==> src/inc/aboe_map.svh <==
/*
  Offsets, field positions, reset values and timing counts for the
  accumulator execute block. Assumes inclusion by bare name from src/.
*/
`ifndef ABOE_MAP_SVH
`define ABOE_MAP_SVH

// timing: core clock period and instruction cycle length
`define ABOE_CLK_NS 10
`define ABOE_TCY_NS 40
`define ABOE_TCY_CLKS ((`ABOE_TCY_NS + `ABOE_CLK_NS - 1) / `ABOE_CLK_NS)

// register byte offsets
`define ABOE_OFS_INSN 8'h00
`define ABOE_OFS_ACC 8'h04
`define ABOE_OFS_STATUS 8'h08
`define ABOE_OFS_FPTR 8'h0c
`define ABOE_OFS_FDATA 8'h10
`define ABOE_OFS_CYCLES 8'h14

// instruction word fields
`define ABOE_INSN_OP_LSB 0
`define ABOE_INSN_DEST_POS 4
`define ABOE_INSN_BIT_LSB 5
`define ABOE_INSN_FILE_LSB 8
`define ABOE_INSN_IMM_LSB 16

// status word fields
`define ABOE_STAT_CARRY 0
`define ABOE_STAT_NIBBLE 1
`define ABOE_STAT_ZERO 2
`define ABOE_STAT_PEND 3
`define ABOE_STAT_SKIP 4
`define ABOE_STAT_DISC 5

// destination select and bus responses
`define ABOE_DEST_ACC 1'b0
`define ABOE_DEST_FILE 1'b1
`define ABOE_RESP_OKAY 2'b00
`define ABOE_RESP_SLVERR 2'b10

// reset values and the file address of the i/o port
`define ABOE_ACC_RST 8'h00
`define ABOE_PORT_RST 8'h00
`define ABOE_PORT_ADDR 7'h05

`endif

==> src/inc/aboe_pkg.sv <==
/*
  Types for the accumulator execute block: the operation selector.
  Assumes nothing of its surroundings.
*/
package aboe_pkg;

  // operations; codes outside this list execute as an idle slot
  typedef enum logic [3:0] {
    idle_slot,
    sum_immediate_into_acc,
    sum_acc_with_register,
    mask_acc_with_immediate,
    mask_acc_with_register,
    single_bit_clear,
    single_bit_raise,
    test_skip_when_one,
    test_skip_when_zero
  } aboe_op_type;

endpackage

==> src/aboe_alu.sv <==
/*
  Combinational operation unit: result, flags and write enables for one
  instruction. Assumes operands are stable while the caller samples it.
*/
`timescale 1ns/10ps
`include "aboe_map.svh"

module aboe_alu (
  // operation and operands
  input wire aboe_pkg::aboe_op_type op_in,
  input wire logic dest_in,
  input wire logic [2:0] bit_in,
  input wire logic [7:0] imm_in,
  input wire logic [7:0] acc_in,
  input wire logic [7:0] file_in,
  // results
  output logic [7:0] result_out,
  output logic carry_out,
  output logic nibble_out,
  output logic zero_out,
  output logic acc_we_out,
  output logic file_we_out,
  output logic [2:0] flag_we_out,
  output logic skip_out
);

  // literal forms take the immediate, register forms the file operand
  wire logic use_imm;
  wire logic [7:0] operand;
  wire logic [8:0] sum9;
  wire logic [4:0] sum5;
  wire logic [7:0] bit_mask;
  assign use_imm = (op_in == aboe_pkg::sum_immediate_into_acc) ||
                   (op_in == aboe_pkg::mask_acc_with_immediate);
  assign operand = use_imm ? imm_in : file_in;
  assign sum9 = {1'b0, acc_in} + {1'b0, operand};
  assign sum5 = {1'b0, acc_in[3:0]} + {1'b0, operand[3:0]};
  assign bit_mask = 8'h01 << bit_in;

  // flags come from the truncated result and the two carry taps
  assign carry_out = sum9[8];
  assign nibble_out = sum5[4];
  assign zero_out = (result_out == 8'h00);

  // per-operation selection of result, target and flag updates
  always_comb begin
    result_out = acc_in;
    acc_we_out = 1'b0;
    file_we_out = 1'b0;
    flag_we_out = 3'b000;
    skip_out = 1'b0;
    unique case (op_in)
      aboe_pkg::sum_immediate_into_acc: begin
        result_out = sum9[7:0];
        acc_we_out = 1'b1;
        flag_we_out = 3'b111;
      end
      aboe_pkg::sum_acc_with_register: begin
        result_out = sum9[7:0];
        acc_we_out = (dest_in == `ABOE_DEST_ACC);
        file_we_out = (dest_in == `ABOE_DEST_FILE);
        flag_we_out = 3'b111;
      end
      aboe_pkg::mask_acc_with_immediate: begin
        result_out = acc_in & imm_in;
        acc_we_out = 1'b1;
        flag_we_out = 3'b100; // zero only
      end
      aboe_pkg::mask_acc_with_register: begin
        result_out = acc_in & file_in;
        acc_we_out = (dest_in == `ABOE_DEST_ACC);
        file_we_out = (dest_in == `ABOE_DEST_FILE);
        flag_we_out = 3'b100;
      end
      aboe_pkg::single_bit_clear: begin
        result_out = file_in & ~bit_mask;
        file_we_out = 1'b1;
      end
      aboe_pkg::single_bit_raise: begin
        result_out = file_in | bit_mask;
        file_we_out = 1'b1;
      end
      aboe_pkg::test_skip_when_one: skip_out = file_in[bit_in];
      aboe_pkg::test_skip_when_zero: skip_out = ~file_in[bit_in];
      aboe_pkg::idle_slot: skip_out = 1'b0;
      default: skip_out = 1'b0; // undefined codes do nothing
    endcase
  end

endmodule // aboe_alu

==> src/aboe_regfile.sv <==
/*
  File register array with a separate port latch. Assumes pins_in is
  already synchronised to clk_in.
*/
`timescale 1ns/10ps
`include "aboe_map.svh"

module aboe_regfile #(
  parameter int DEPTH = 128,
  parameter int AW = 7,
  parameter logic [AW-1:0] PORT_ADDR = `ABOE_PORT_ADDR
) (
  // clock and reset
  input wire logic clk_in,
  input wire logic rst_in,
  // write port
  input wire logic we_in,
  input wire logic [AW-1:0] waddr_in,
  input wire logic [7:0] wdata_in,
  // read ports and pins
  input wire logic [AW-1:0] exec_addr_in,
  input wire logic [AW-1:0] sw_addr_in,
  input wire logic [7:0] pins_in,
  output logic [7:0] exec_data_out,
  output logic [7:0] sw_data_out,
  output logic [7:0] latch_out
);

  logic [7:0] mem [DEPTH];
  logic [7:0] latch_reg;

  // the port latch has a reset so the pins never see an unknown value
  always_ff @(posedge clk_in or posedge rst_in) begin
    if (rst_in) begin
      latch_reg <= `ABOE_PORT_RST;
    end else if (we_in && waddr_in == PORT_ADDR) begin
      latch_reg <= wdata_in;
    end
  end

  // plain storage, no reset: software initialises what it uses
  always_ff @(posedge clk_in) begin
    if (we_in && waddr_in != PORT_ADDR) begin
      mem[waddr_in] <= wdata_in;
    end
  end

  // execution reads the pin levels at the port address, not the latch
  assign exec_data_out = (exec_addr_in == PORT_ADDR) ? pins_in : mem[exec_addr_in];
  assign sw_data_out = (sw_addr_in == PORT_ADDR) ? latch_reg : mem[sw_addr_in];
  assign latch_out = latch_reg;

endmodule // aboe_regfile

==> src/aboe_top.sv <==
/*
  Accumulator execute block with an AXI4-Lite register slave.
  Assumes a single AXI4-Lite master on CORE_CLK_IN and asynchronous pins.
*/
`timescale 1ns/10ps
`include "aboe_map.svh"

module aboe_top #(
  parameter int TCY_CLKS = `ABOE_TCY_CLKS,
  parameter logic [6:0] PORT_ADDR = `ABOE_PORT_ADDR
) (
  // clock and reset
  input wire logic CORE_CLK_IN,
  input wire logic SYS_RST_IN,
  // axi4-lite write address and data
  input wire logic AXI_AWVALID_IN,
  output logic AXI_AWREADY_OUT,
  input wire logic [7:0] AXI_AWADDR_IN,
  input wire logic AXI_WVALID_IN,
  output logic AXI_WREADY_OUT,
  input wire logic [31:0] AXI_WDATA_IN,
  input wire logic [3:0] AXI_WSTRB_IN,
  // axi4-lite write response
  output logic AXI_BVALID_OUT,
  input wire logic AXI_BREADY_IN,
  output logic [1:0] AXI_BRESP_OUT,
  // axi4-lite read
  input wire logic AXI_ARVALID_IN,
  output logic AXI_ARREADY_OUT,
  input wire logic [7:0] AXI_ARADDR_IN,
  output logic AXI_RVALID_OUT,
  input wire logic AXI_RREADY_IN,
  output logic [31:0] AXI_RDATA_OUT,
  output logic [1:0] AXI_RRESP_OUT,
  // i/o port
  input wire logic [7:0] PORT_PINS_IN,
  output logic [7:0] PORT_LATCH_OUT,
  // core state
  output logic [7:0] ACC_OUT,
  output logic BUSY_OUT
);

  // merge write data into the old word under the byte strobes
  function automatic logic [31:0] merge_strb(input logic [31:0] old_w, input logic [31:0] new_w,
                                             input logic [3:0] strb);
    logic [31:0] m;
    m = 32'h0;
    for (int i = 0; i < 4; i++) begin
      m[i*8 +: 8] = strb[i] ? new_w[i*8 +: 8] : old_w[i*8 +: 8];
    end
    return m;
  endfunction

  // word decode shared by both directions; the map is contiguous from zero
  function automatic logic is_mapped(input logic [7:0] a);
    return {a[7:2], 2'b00} <= `ABOE_OFS_CYCLES;
  endfunction
  function automatic logic is_reg(input logic [7:0] a, input logic [7:0] ofs);
    return {a[7:2], 2'b00} == ofs;
  endfunction

  // state
  logic [7:0] tcnt_reg, pin_meta_reg, pin_sync_reg, imm_reg, acc_reg, aw_addr_reg;
  logic tick_reg, dest_reg, pending_reg, skip_armed_reg, discard_reg;
  logic carry_reg, nibble_reg, zero_reg, aw_held_reg, w_held_reg, bvalid_reg, rvalid_reg;
  logic [3:0] op_raw_reg, w_strb_reg;
  logic [2:0] bit_reg;
  logic [6:0] faddr_reg, fptr_reg;
  logic [31:0] cycles_reg, w_data_reg, rdata_reg;
  logic [1:0] bresp_reg, rresp_reg;

  // operation unit and file wiring
  wire aboe_pkg::aboe_op_type op_cur;
  wire logic [7:0] file_a, file_b;
  logic [7:0] alu_result;
  logic alu_carry, alu_nibble, alu_zero, alu_acc_we, alu_file_we, alu_skip;
  logic [2:0] alu_flag_we;
  assign op_cur = aboe_pkg::aboe_op_type'(op_raw_reg);
  // execution happens once per instruction cycle while work is pending
  wire logic exec, do_op;
  assign exec = tick_reg && pending_reg;
  assign do_op = exec && !skip_armed_reg;
  // register words for read and strobe merge
  wire logic [31:0] insn_word, stat_word;
  assign insn_word = {8'h00, imm_reg, 1'b0, faddr_reg, bit_reg, dest_reg, op_raw_reg};
  assign stat_word = {26'h0, discard_reg, skip_armed_reg, pending_reg,
                      zero_reg, nibble_reg, carry_reg};

  function automatic logic [31:0] word_at(input logic [7:0] a, input logic [31:0] iw,
                                          input logic [31:0] sw, input logic [7:0] acc,
                                          input logic [6:0] fp, input logic [7:0] fd,
                                          input logic [31:0] cy);
    logic [31:0] r;
    r = 32'h0;
    if (is_reg(a, `ABOE_OFS_INSN)) r = iw;
    if (is_reg(a, `ABOE_OFS_ACC)) r = {24'h0, acc};
    if (is_reg(a, `ABOE_OFS_STATUS)) r = sw;
    if (is_reg(a, `ABOE_OFS_FPTR)) r = {25'h0, fp};
    if (is_reg(a, `ABOE_OFS_FDATA)) r = {24'h0, fd};
    if (is_reg(a, `ABOE_OFS_CYCLES)) r = cy;
    return r;
  endfunction

  // write decode: state touched by execution is locked while pending,
  // which keeps software and the core from ever writing the same state in one cycle
  wire logic wr_go, wr_lock, wr_err, wr_ok;
  wire logic [31:0] wr_word;
  wire logic wr_insn, wr_acc, wr_stat, wr_fptr, wr_fdata;
  assign wr_go = aw_held_reg && w_held_reg && !bvalid_reg;
  assign wr_lock = pending_reg && !is_reg(aw_addr_reg, `ABOE_OFS_FPTR);
  assign wr_err = !is_mapped(aw_addr_reg) || wr_lock || is_reg(aw_addr_reg, `ABOE_OFS_CYCLES);
  assign wr_ok = wr_go && !wr_err;
  assign wr_word = merge_strb(word_at(aw_addr_reg, insn_word, stat_word, acc_reg, fptr_reg,
                                      file_b, cycles_reg), w_data_reg, w_strb_reg);
  assign wr_insn = wr_ok && is_reg(aw_addr_reg, `ABOE_OFS_INSN);
  assign wr_acc = wr_ok && is_reg(aw_addr_reg, `ABOE_OFS_ACC);
  assign wr_stat = wr_ok && is_reg(aw_addr_reg, `ABOE_OFS_STATUS);
  assign wr_fptr = wr_ok && is_reg(aw_addr_reg, `ABOE_OFS_FPTR);
  assign wr_fdata = wr_ok && is_reg(aw_addr_reg, `ABOE_OFS_FDATA);

  // file write port: the core's result, else a software data write
  wire logic rf_we;
  wire logic [6:0] rf_waddr;
  wire logic [7:0] rf_wdata;
  assign rf_we = (do_op && alu_file_we) || wr_fdata;
  assign rf_waddr = do_op ? faddr_reg : fptr_reg;
  assign rf_wdata = do_op ? alu_result : wr_word[7:0];

  aboe_alu u_alu (
    .op_in(op_cur),
    .dest_in(dest_reg),
    .bit_in(bit_reg),
    .imm_in(imm_reg),
    .acc_in(acc_reg),
    .file_in(file_a),
    .result_out(alu_result),
    .carry_out(alu_carry),
    .nibble_out(alu_nibble),
    .zero_out(alu_zero),
    .acc_we_out(alu_acc_we),
    .file_we_out(alu_file_we),
    .flag_we_out(alu_flag_we),
    .skip_out(alu_skip)
  );

  aboe_regfile #(.DEPTH(128), .AW(7), .PORT_ADDR(PORT_ADDR)) u_file (
    .clk_in(CORE_CLK_IN),
    .rst_in(SYS_RST_IN),
    .we_in(rf_we),
    .waddr_in(rf_waddr),
    .wdata_in(rf_wdata),
    .exec_addr_in(faddr_reg),
    .sw_addr_in(fptr_reg),
    .pins_in(pin_sync_reg),
    .exec_data_out(file_a),
    .sw_data_out(file_b),
    .latch_out(PORT_LATCH_OUT)
  );

  // instruction cycle divider and pin synchroniser
  always_ff @(posedge CORE_CLK_IN or posedge SYS_RST_IN) begin
    if (SYS_RST_IN) begin
      tcnt_reg <= 8'h00;
      tick_reg <= 1'b0;
      pin_meta_reg <= 8'h00;
      pin_sync_reg <= 8'h00;
    end else begin
      tcnt_reg <= (tcnt_reg == 8'(TCY_CLKS - 1)) ? 8'h00 : tcnt_reg + 8'h01;
      tick_reg <= (tcnt_reg == 8'(TCY_CLKS - 1));
      pin_meta_reg <= PORT_PINS_IN;
      pin_sync_reg <= pin_meta_reg;
    end
  end

  // instruction issue, skip bookkeeping and cycle count
  always_ff @(posedge CORE_CLK_IN or posedge SYS_RST_IN) begin
    if (SYS_RST_IN) begin
      op_raw_reg <= 4'h0;
      dest_reg <= `ABOE_DEST_FILE;
      bit_reg <= 3'h0;
      faddr_reg <= 7'h00;
      imm_reg <= 8'h00;
      pending_reg <= 1'b0;
      skip_armed_reg <= 1'b0;
      discard_reg <= 1'b0;
      cycles_reg <= 32'h0;
    end else begin
      if (wr_insn) begin
        op_raw_reg <= wr_word[`ABOE_INSN_OP_LSB +: 4];
        dest_reg <= wr_word[`ABOE_INSN_DEST_POS];
        bit_reg <= wr_word[`ABOE_INSN_BIT_LSB +: 3];
        faddr_reg <= wr_word[`ABOE_INSN_FILE_LSB +: 7];
        imm_reg <= wr_word[`ABOE_INSN_IMM_LSB +: 8];
        pending_reg <= 1'b1;
      end else if (exec) begin
        pending_reg <= 1'b0;
      end
      if (exec) begin
        // a taken skip turns the following instruction into an idle slot
        skip_armed_reg <= do_op && alu_skip;
        discard_reg <= skip_armed_reg;
        cycles_reg <= cycles_reg + 32'h1;
      end
    end
  end

  // accumulator and flags; only listed flags move
  always_ff @(posedge CORE_CLK_IN or posedge SYS_RST_IN) begin
    if (SYS_RST_IN) begin
      acc_reg <= `ABOE_ACC_RST;
      carry_reg <= 1'b0;
      nibble_reg <= 1'b0;
      zero_reg <= 1'b0;
    end else if (do_op) begin
      if (alu_acc_we) acc_reg <= alu_result;
      if (alu_flag_we[0]) carry_reg <= alu_carry;
      if (alu_flag_we[1]) nibble_reg <= alu_nibble;
      if (alu_flag_we[2]) zero_reg <= alu_zero;
    end else begin
      if (wr_acc) acc_reg <= wr_word[7:0];
      if (wr_stat) carry_reg <= wr_word[`ABOE_STAT_CARRY];
      if (wr_stat) nibble_reg <= wr_word[`ABOE_STAT_NIBBLE];
      if (wr_stat) zero_reg <= wr_word[`ABOE_STAT_ZERO];
    end
  end

  // software file pointer
  always_ff @(posedge CORE_CLK_IN or posedge SYS_RST_IN) begin
    if (SYS_RST_IN) begin
      fptr_reg <= 7'h00;
    end else if (wr_fptr) begin
      fptr_reg <= wr_word[6:0];
    end
  end

  // axi write channels: address and data held independently
  always_ff @(posedge CORE_CLK_IN or posedge SYS_RST_IN) begin
    if (SYS_RST_IN) begin
      aw_held_reg <= 1'b0;
      aw_addr_reg <= 8'h00;
      w_held_reg <= 1'b0;
      w_data_reg <= 32'h0;
      w_strb_reg <= 4'h0;
      bvalid_reg <= 1'b0;
      bresp_reg <= `ABOE_RESP_OKAY;
    end else begin
      if (AXI_AWVALID_IN && AXI_AWREADY_OUT) begin
        aw_held_reg <= 1'b1;
        aw_addr_reg <= AXI_AWADDR_IN;
      end else if (wr_go) begin
        aw_held_reg <= 1'b0;
      end
      if (AXI_WVALID_IN && AXI_WREADY_OUT) begin
        w_held_reg <= 1'b1;
        w_data_reg <= AXI_WDATA_IN;
        w_strb_reg <= AXI_WSTRB_IN;
      end else if (wr_go) begin
        w_held_reg <= 1'b0;
      end
      if (wr_go) begin
        bvalid_reg <= 1'b1;
        bresp_reg <= wr_err ? `ABOE_RESP_SLVERR : `ABOE_RESP_OKAY;
      end else if (AXI_BREADY_IN) begin
        bvalid_reg <= 1'b0;
      end
    end
  end

  // axi read: one outstanding, data captured on acceptance
  always_ff @(posedge CORE_CLK_IN or posedge SYS_RST_IN) begin
    if (SYS_RST_IN) begin
      rvalid_reg <= 1'b0;
      rdata_reg <= 32'h0;
      rresp_reg <= `ABOE_RESP_OKAY;
    end else if (AXI_ARVALID_IN && AXI_ARREADY_OUT) begin
      rvalid_reg <= 1'b1;
      rdata_reg <= word_at(AXI_ARADDR_IN, insn_word, stat_word, acc_reg, fptr_reg,
                           file_b, cycles_reg);
      rresp_reg <= is_mapped(AXI_ARADDR_IN) ? `ABOE_RESP_OKAY : `ABOE_RESP_SLVERR;
    end else if (AXI_RREADY_IN) begin
      rvalid_reg <= 1'b0;
    end
  end

  // handshake outputs
  assign AXI_AWREADY_OUT = !aw_held_reg && !bvalid_reg;
  assign AXI_WREADY_OUT = !w_held_reg && !bvalid_reg;
  assign AXI_BVALID_OUT = bvalid_reg;
  assign AXI_BRESP_OUT = bresp_reg;
  assign AXI_ARREADY_OUT = !rvalid_reg;
  assign AXI_RVALID_OUT = rvalid_reg;
  assign AXI_RDATA_OUT = rdata_reg;
  assign AXI_RRESP_OUT = rresp_reg;
  assign ACC_OUT = acc_reg;
  assign BUSY_OUT = pending_reg;

  // helper values for the checks below
  wire logic [8:0] chk_sum9;
  wire logic [4:0] chk_sum5;
  wire logic tested_bit;
  wire logic [7:0] chk_pin_sum;
  assign chk_sum9 = {1'b0, acc_reg} + {1'b0, imm_reg};
  assign chk_sum5 = {1'b0, acc_reg[3:0]} + {1'b0, imm_reg[3:0]};
  assign tested_bit = file_a[bit_reg];
  assign chk_pin_sum = acc_reg + pin_sync_reg;
endmodule // aboe_top
==> config.mk <==
export PLATFORM = sky130hd
export DESIGN_NAME = aboe_top
export DESIGN_NICKNAME = d
export VERILOG_FILES = /design/src/inc/aboe_pkg.sv /design/src/aboe_alu.sv /design/src/aboe_regfile.sv /design/src/aboe_top.sv
export VERILOG_INCLUDE_DIRS = /design/src /design/src/inc
export SDC_FILE = /design/constraint.sdc
export NUM_CORES = 2
export LEC_CHECK = 0
export ABC_AREA = 1
export BUFFER_PORTS_ARGS = -buffer_cell sky130_fd_sc_hd__buf_2
export CAP_MARGIN = 30
export CELL_PAD_IN_SITES_DETAIL_PLACEMENT = 0
export CELL_PAD_IN_SITES_GLOBAL_PLACEMENT = 1
export CORE_ASPECT_RATIO = 0.7
export CORE_MARGIN = 8
export CORE_UTILIZATION = 49
export CTS_CLUSTER_SIZE = 16
export DETAILED_ROUTE_END_ITERATION = 12
export PLACE_DENSITY_LB_ADDON = 0.1
export SLEW_MARGIN = 20
export SYNTH_ARGS = -nofsm -noshare
export SYNTH_HDL_FRONTEND = slang
export SYNTH_HIERARCHICAL = 1
export SYNTH_SLANG_ARGS = --single-unit
==> constraint.sdc <==
create_clock -name CORE_CLK_IN -period 6.9 [get_ports CORE_CLK_IN]
set_clock_uncertainty 0.15 [all_clocks]
set_input_delay 1.035 -clock CORE_CLK_IN [delete_from_list [all_inputs] [get_ports CORE_CLK_IN]]
set_output_delay 1.035 -clock CORE_CLK_IN [all_outputs]
set_load 0.05 [all_outputs]
==> results by group <==
Status
  – Status: completed

Worst hold path
  – Min-delay worst type: in -> async

Yosys
  – Yosys top cell by area: edfxtp_1
  – Ys async rst share: 0.149
  – Synth Instances: 7704
  – Yosys warns: 6
  – Cell Area, Synth: 64000 sq um
  – Register area share after synthesis: 0.550
  – Post-Synth XOR/XNOR Area: 0.00479
  – Synthesized area per cell: 8.31 sq um
  – Synth unique cells: 53
  – Main combinational cell family by area after synthesis: simple AND/OR/NAND/NOR gates
  – FF+latch count, synth: 1203
  – Fraction of the mapped netlist area in compound gates: 0.0801
  – Most frequent cell after synthesis: nand2_1
  – Largest cells by area after synthesis: edfxtp_1 48%, nand2_1 14%, nand3_1 8.5%, dfrtp_1 7.0%, inv_1 5.4%
  – Post-synth EDFFs: 1024
  – Synth cell count leaders: 2390 x nand2_1, 1084 x nand3_1, 1024 x edfxtp_1, 920 x inv_1, 566 x nor2_1
  – Synth Area in Adders: 0.00246
  – Post-synth top area share: 0.480
  – Most used DFF post-synth: edfxtp_1
  – Simple-gate area share of the yosys netlist: 0.268
  – Proportion of synthesized area in mux cells: 0.00580

Setup path
  – FF-to-FF setup slack: 720 ps
  – Most Frequent Cell on Critical Path: nand2_1
  – Nature of the critical path startpoint: flop
  – Crit Path Class: reg -> reg
  – Largest fanout on the critical path: 86
  – CP peak stage delay: 660 ps
  – Critical Path RT: 7210 ps
  – Crit. End Element: flop
  – Top delay family on crit path: simple AND/OR/NAND/NOR gates
  – Arrival time worst endpoint: 6500 ps
  – Slowest CP cell: dfrtp_4
  – Crit path buf inv count: 6

Clocking
  – Max Root-Sink Buffers: 3
  – CTS tree: done
  – CTS root buf: clkbuf_16
  – # hold bufs at CTS: 0
  – Worst skew pair latency: 780 ps
  – Post-CTS Resized: 0
  – Clk slew on worst S/H paths: 60 ps
  – Clock Sink Count: 1203
  – H-Tree Depth: 4
  – Post-CTS Setup Bufs: 0
  – Cts bufs inserted: 132

Global route
  – Vias in the first global route: 50100
  – Largest net degree at the start of global routing: 140
  – GRT Total Usage: 0.310
  – Congestion Overflow GR: 0
  – First-pass GRT wire length: 332 mm
  – Initial antenna violation count: 12

Timing
  – Unrepaired setup endpoints after global routing: no
  – Final Hold Viols: 0
  – Final setup TNS: 0 ps
  – Slew Limit Fails: 0
  – Slew @ Worst Pin: 1080 ps
  – Slew headroom: 0.276
  – Tcrit/Tclk final: 0.896
  – Tmin final: 6180 ps
  – Fmax: 162 MHz
  – Final setup violation count: 0

Floorplan
  – Die Footprint: 143000 sq um
  – IO Count: 125
  – Die Height: 318 microns
  – Initial core utilization: 0.491
  – Total core area: 130000 sq um
  – Std-Cell Rows: 111
  – Die span in x: 448 microns

Drt
  – Iteration-0 DRC Markers: 6771
  – Routed length per instance: 23.9 microns
  – Detailed Routing Iterations Pass 1: 8
  – Via density: 5.73
  – Routed Antenna Nets: 0
  – Post-Route WL: 228 mm
  – DRC: 0
  – DR vias: 54600

Pwr
  – P per Cell Area: 268 nW/um^2
  – IR drop worst, VDD: 0.299 mV
  – Pwr Total: 0.0190 W
  – Leak pwr: 29.3 nW

Layout
  – Final net count: 7749
  – Share of cells above drive strength 1: 0.0747
  – Synthesis-to-finish area growth: 10.9%
  – Post-route design area: 71000 sq um
  – Max FFs per register: 1024
  – Fill count: 11900

Placed design
  – Gpl congestion: 0.927
  – Dpl cell area: 66600 sq um
  – DPL Wire Length: 144 mm
  – IO buf count: 108

Flow run
  – Max_cap viols: 0
==> cell usage in the layout, fill, tap and decap left out, types with 15 or more instances in the layout <==
cell / n
nand4_1: 23
xor2_1: 32
o211ai_1: 191
nand3_1: 1082
nand2_1: 2387
nor3_1: 16
buf_4: 131
edfxtp_1: 1024
clkinv_1: 28
buf_12: 43
inv_1: 918
mux2_2: 33
o31ai_1: 23
clkbuf_1: 33
inv_2: 15
clkbuf_16: 136
a21oi_1: 320
o221ai_1: 15
buf_2: 108
nor2_1: 563
dfrtp_1: 170
o21ai_0: 298
==> metal layers <==
| layer | routed length (microns) | GRT usage | up-vias |
|---|---|---|---|
| li1 | - | - | 25300 |
| met1 | 97500 | 0.459 | 25900 |
| met2 | 93900 | 0.434 | 2962 |
| met3 | 28500 | 0.0881 | 442 |
| met4 | 7820 | 0.109 | 6 |
| met5 | 41 | 0 | - |
==> report_power, final <==
group          total, W  switching, W  internal (W)
clock           0.00708       0.00300       0.00408
sequential      0.00916      0.000144       0.00902
combinational   0.00279       0.00219      0.000602
==> path summary, 6_finish.rpt <==
path,startpoint,endpoint,depth (start not counted)
min in group CORE_CLK_IN,pin_meta_reg[0]$_DFF_PP0_,pin_sync_reg[0]$_DFF_PP0_,0
max reg2reg,faddr_reg[0]$_DFFE_PP0P_,u_file/mem[18][3]$_DFFE_PP_,26
min,SYS_RST_IN,u_file/latch_out[3]$_DFFE_PP0P_,2
min reg2reg,pin_meta_reg[0]$_DFF_PP0_,pin_sync_reg[0]$_DFF_PP0_,0
max in group asynchronous,SYS_RST_IN,fptr_reg[2]$_DFFE_PP0P_,3
max,faddr_reg[0]$_DFFE_PP0P_,u_file/mem[18][3]$_DFFE_PP_,26
==> stage by stage <==
step           worst slack, ps   util  instances  hold WS (ps)
3_3_place_gp               897  0.510       9261           183
3_5_place_dp               897  0.511       9273           185
2_1_floorplan             1080      -       7712           181
6_report                   718  0.545       9529           133
4_1_cts                    848  0.544       9511          80.1
5_1_grt                    434  0.545       9525           127
==> logic make-up after synthesis <==
logic type | count (synthesis)
adders and majority gates | 12
muxes | 33
DFF | 1203
other | 2
xor gates and xnor gates | 35
and+or+nand+nor | 4132
buffers and inverters | 1404
AOI/OAI and AO/OA | 883
==> final cells by class <==
cell class / instances / area, sq um / area share
clock inverters: 61 / 602 / 0.00848
flip-flops and latches: 1203 / 35300 / 0.497
multi-input cells: 5105 / 23200 / 0.327
diodes: 4 / 10.0 / 0.000141
well taps: 1751 / 2190 / 0.0309
inverters: 941 / 3570 / 0.0503
repair buffers: 287 / 2480 / 0.0349
clock buffers: 177 / 3640 / 0.0512
Power figures use the tool's default switching activity.
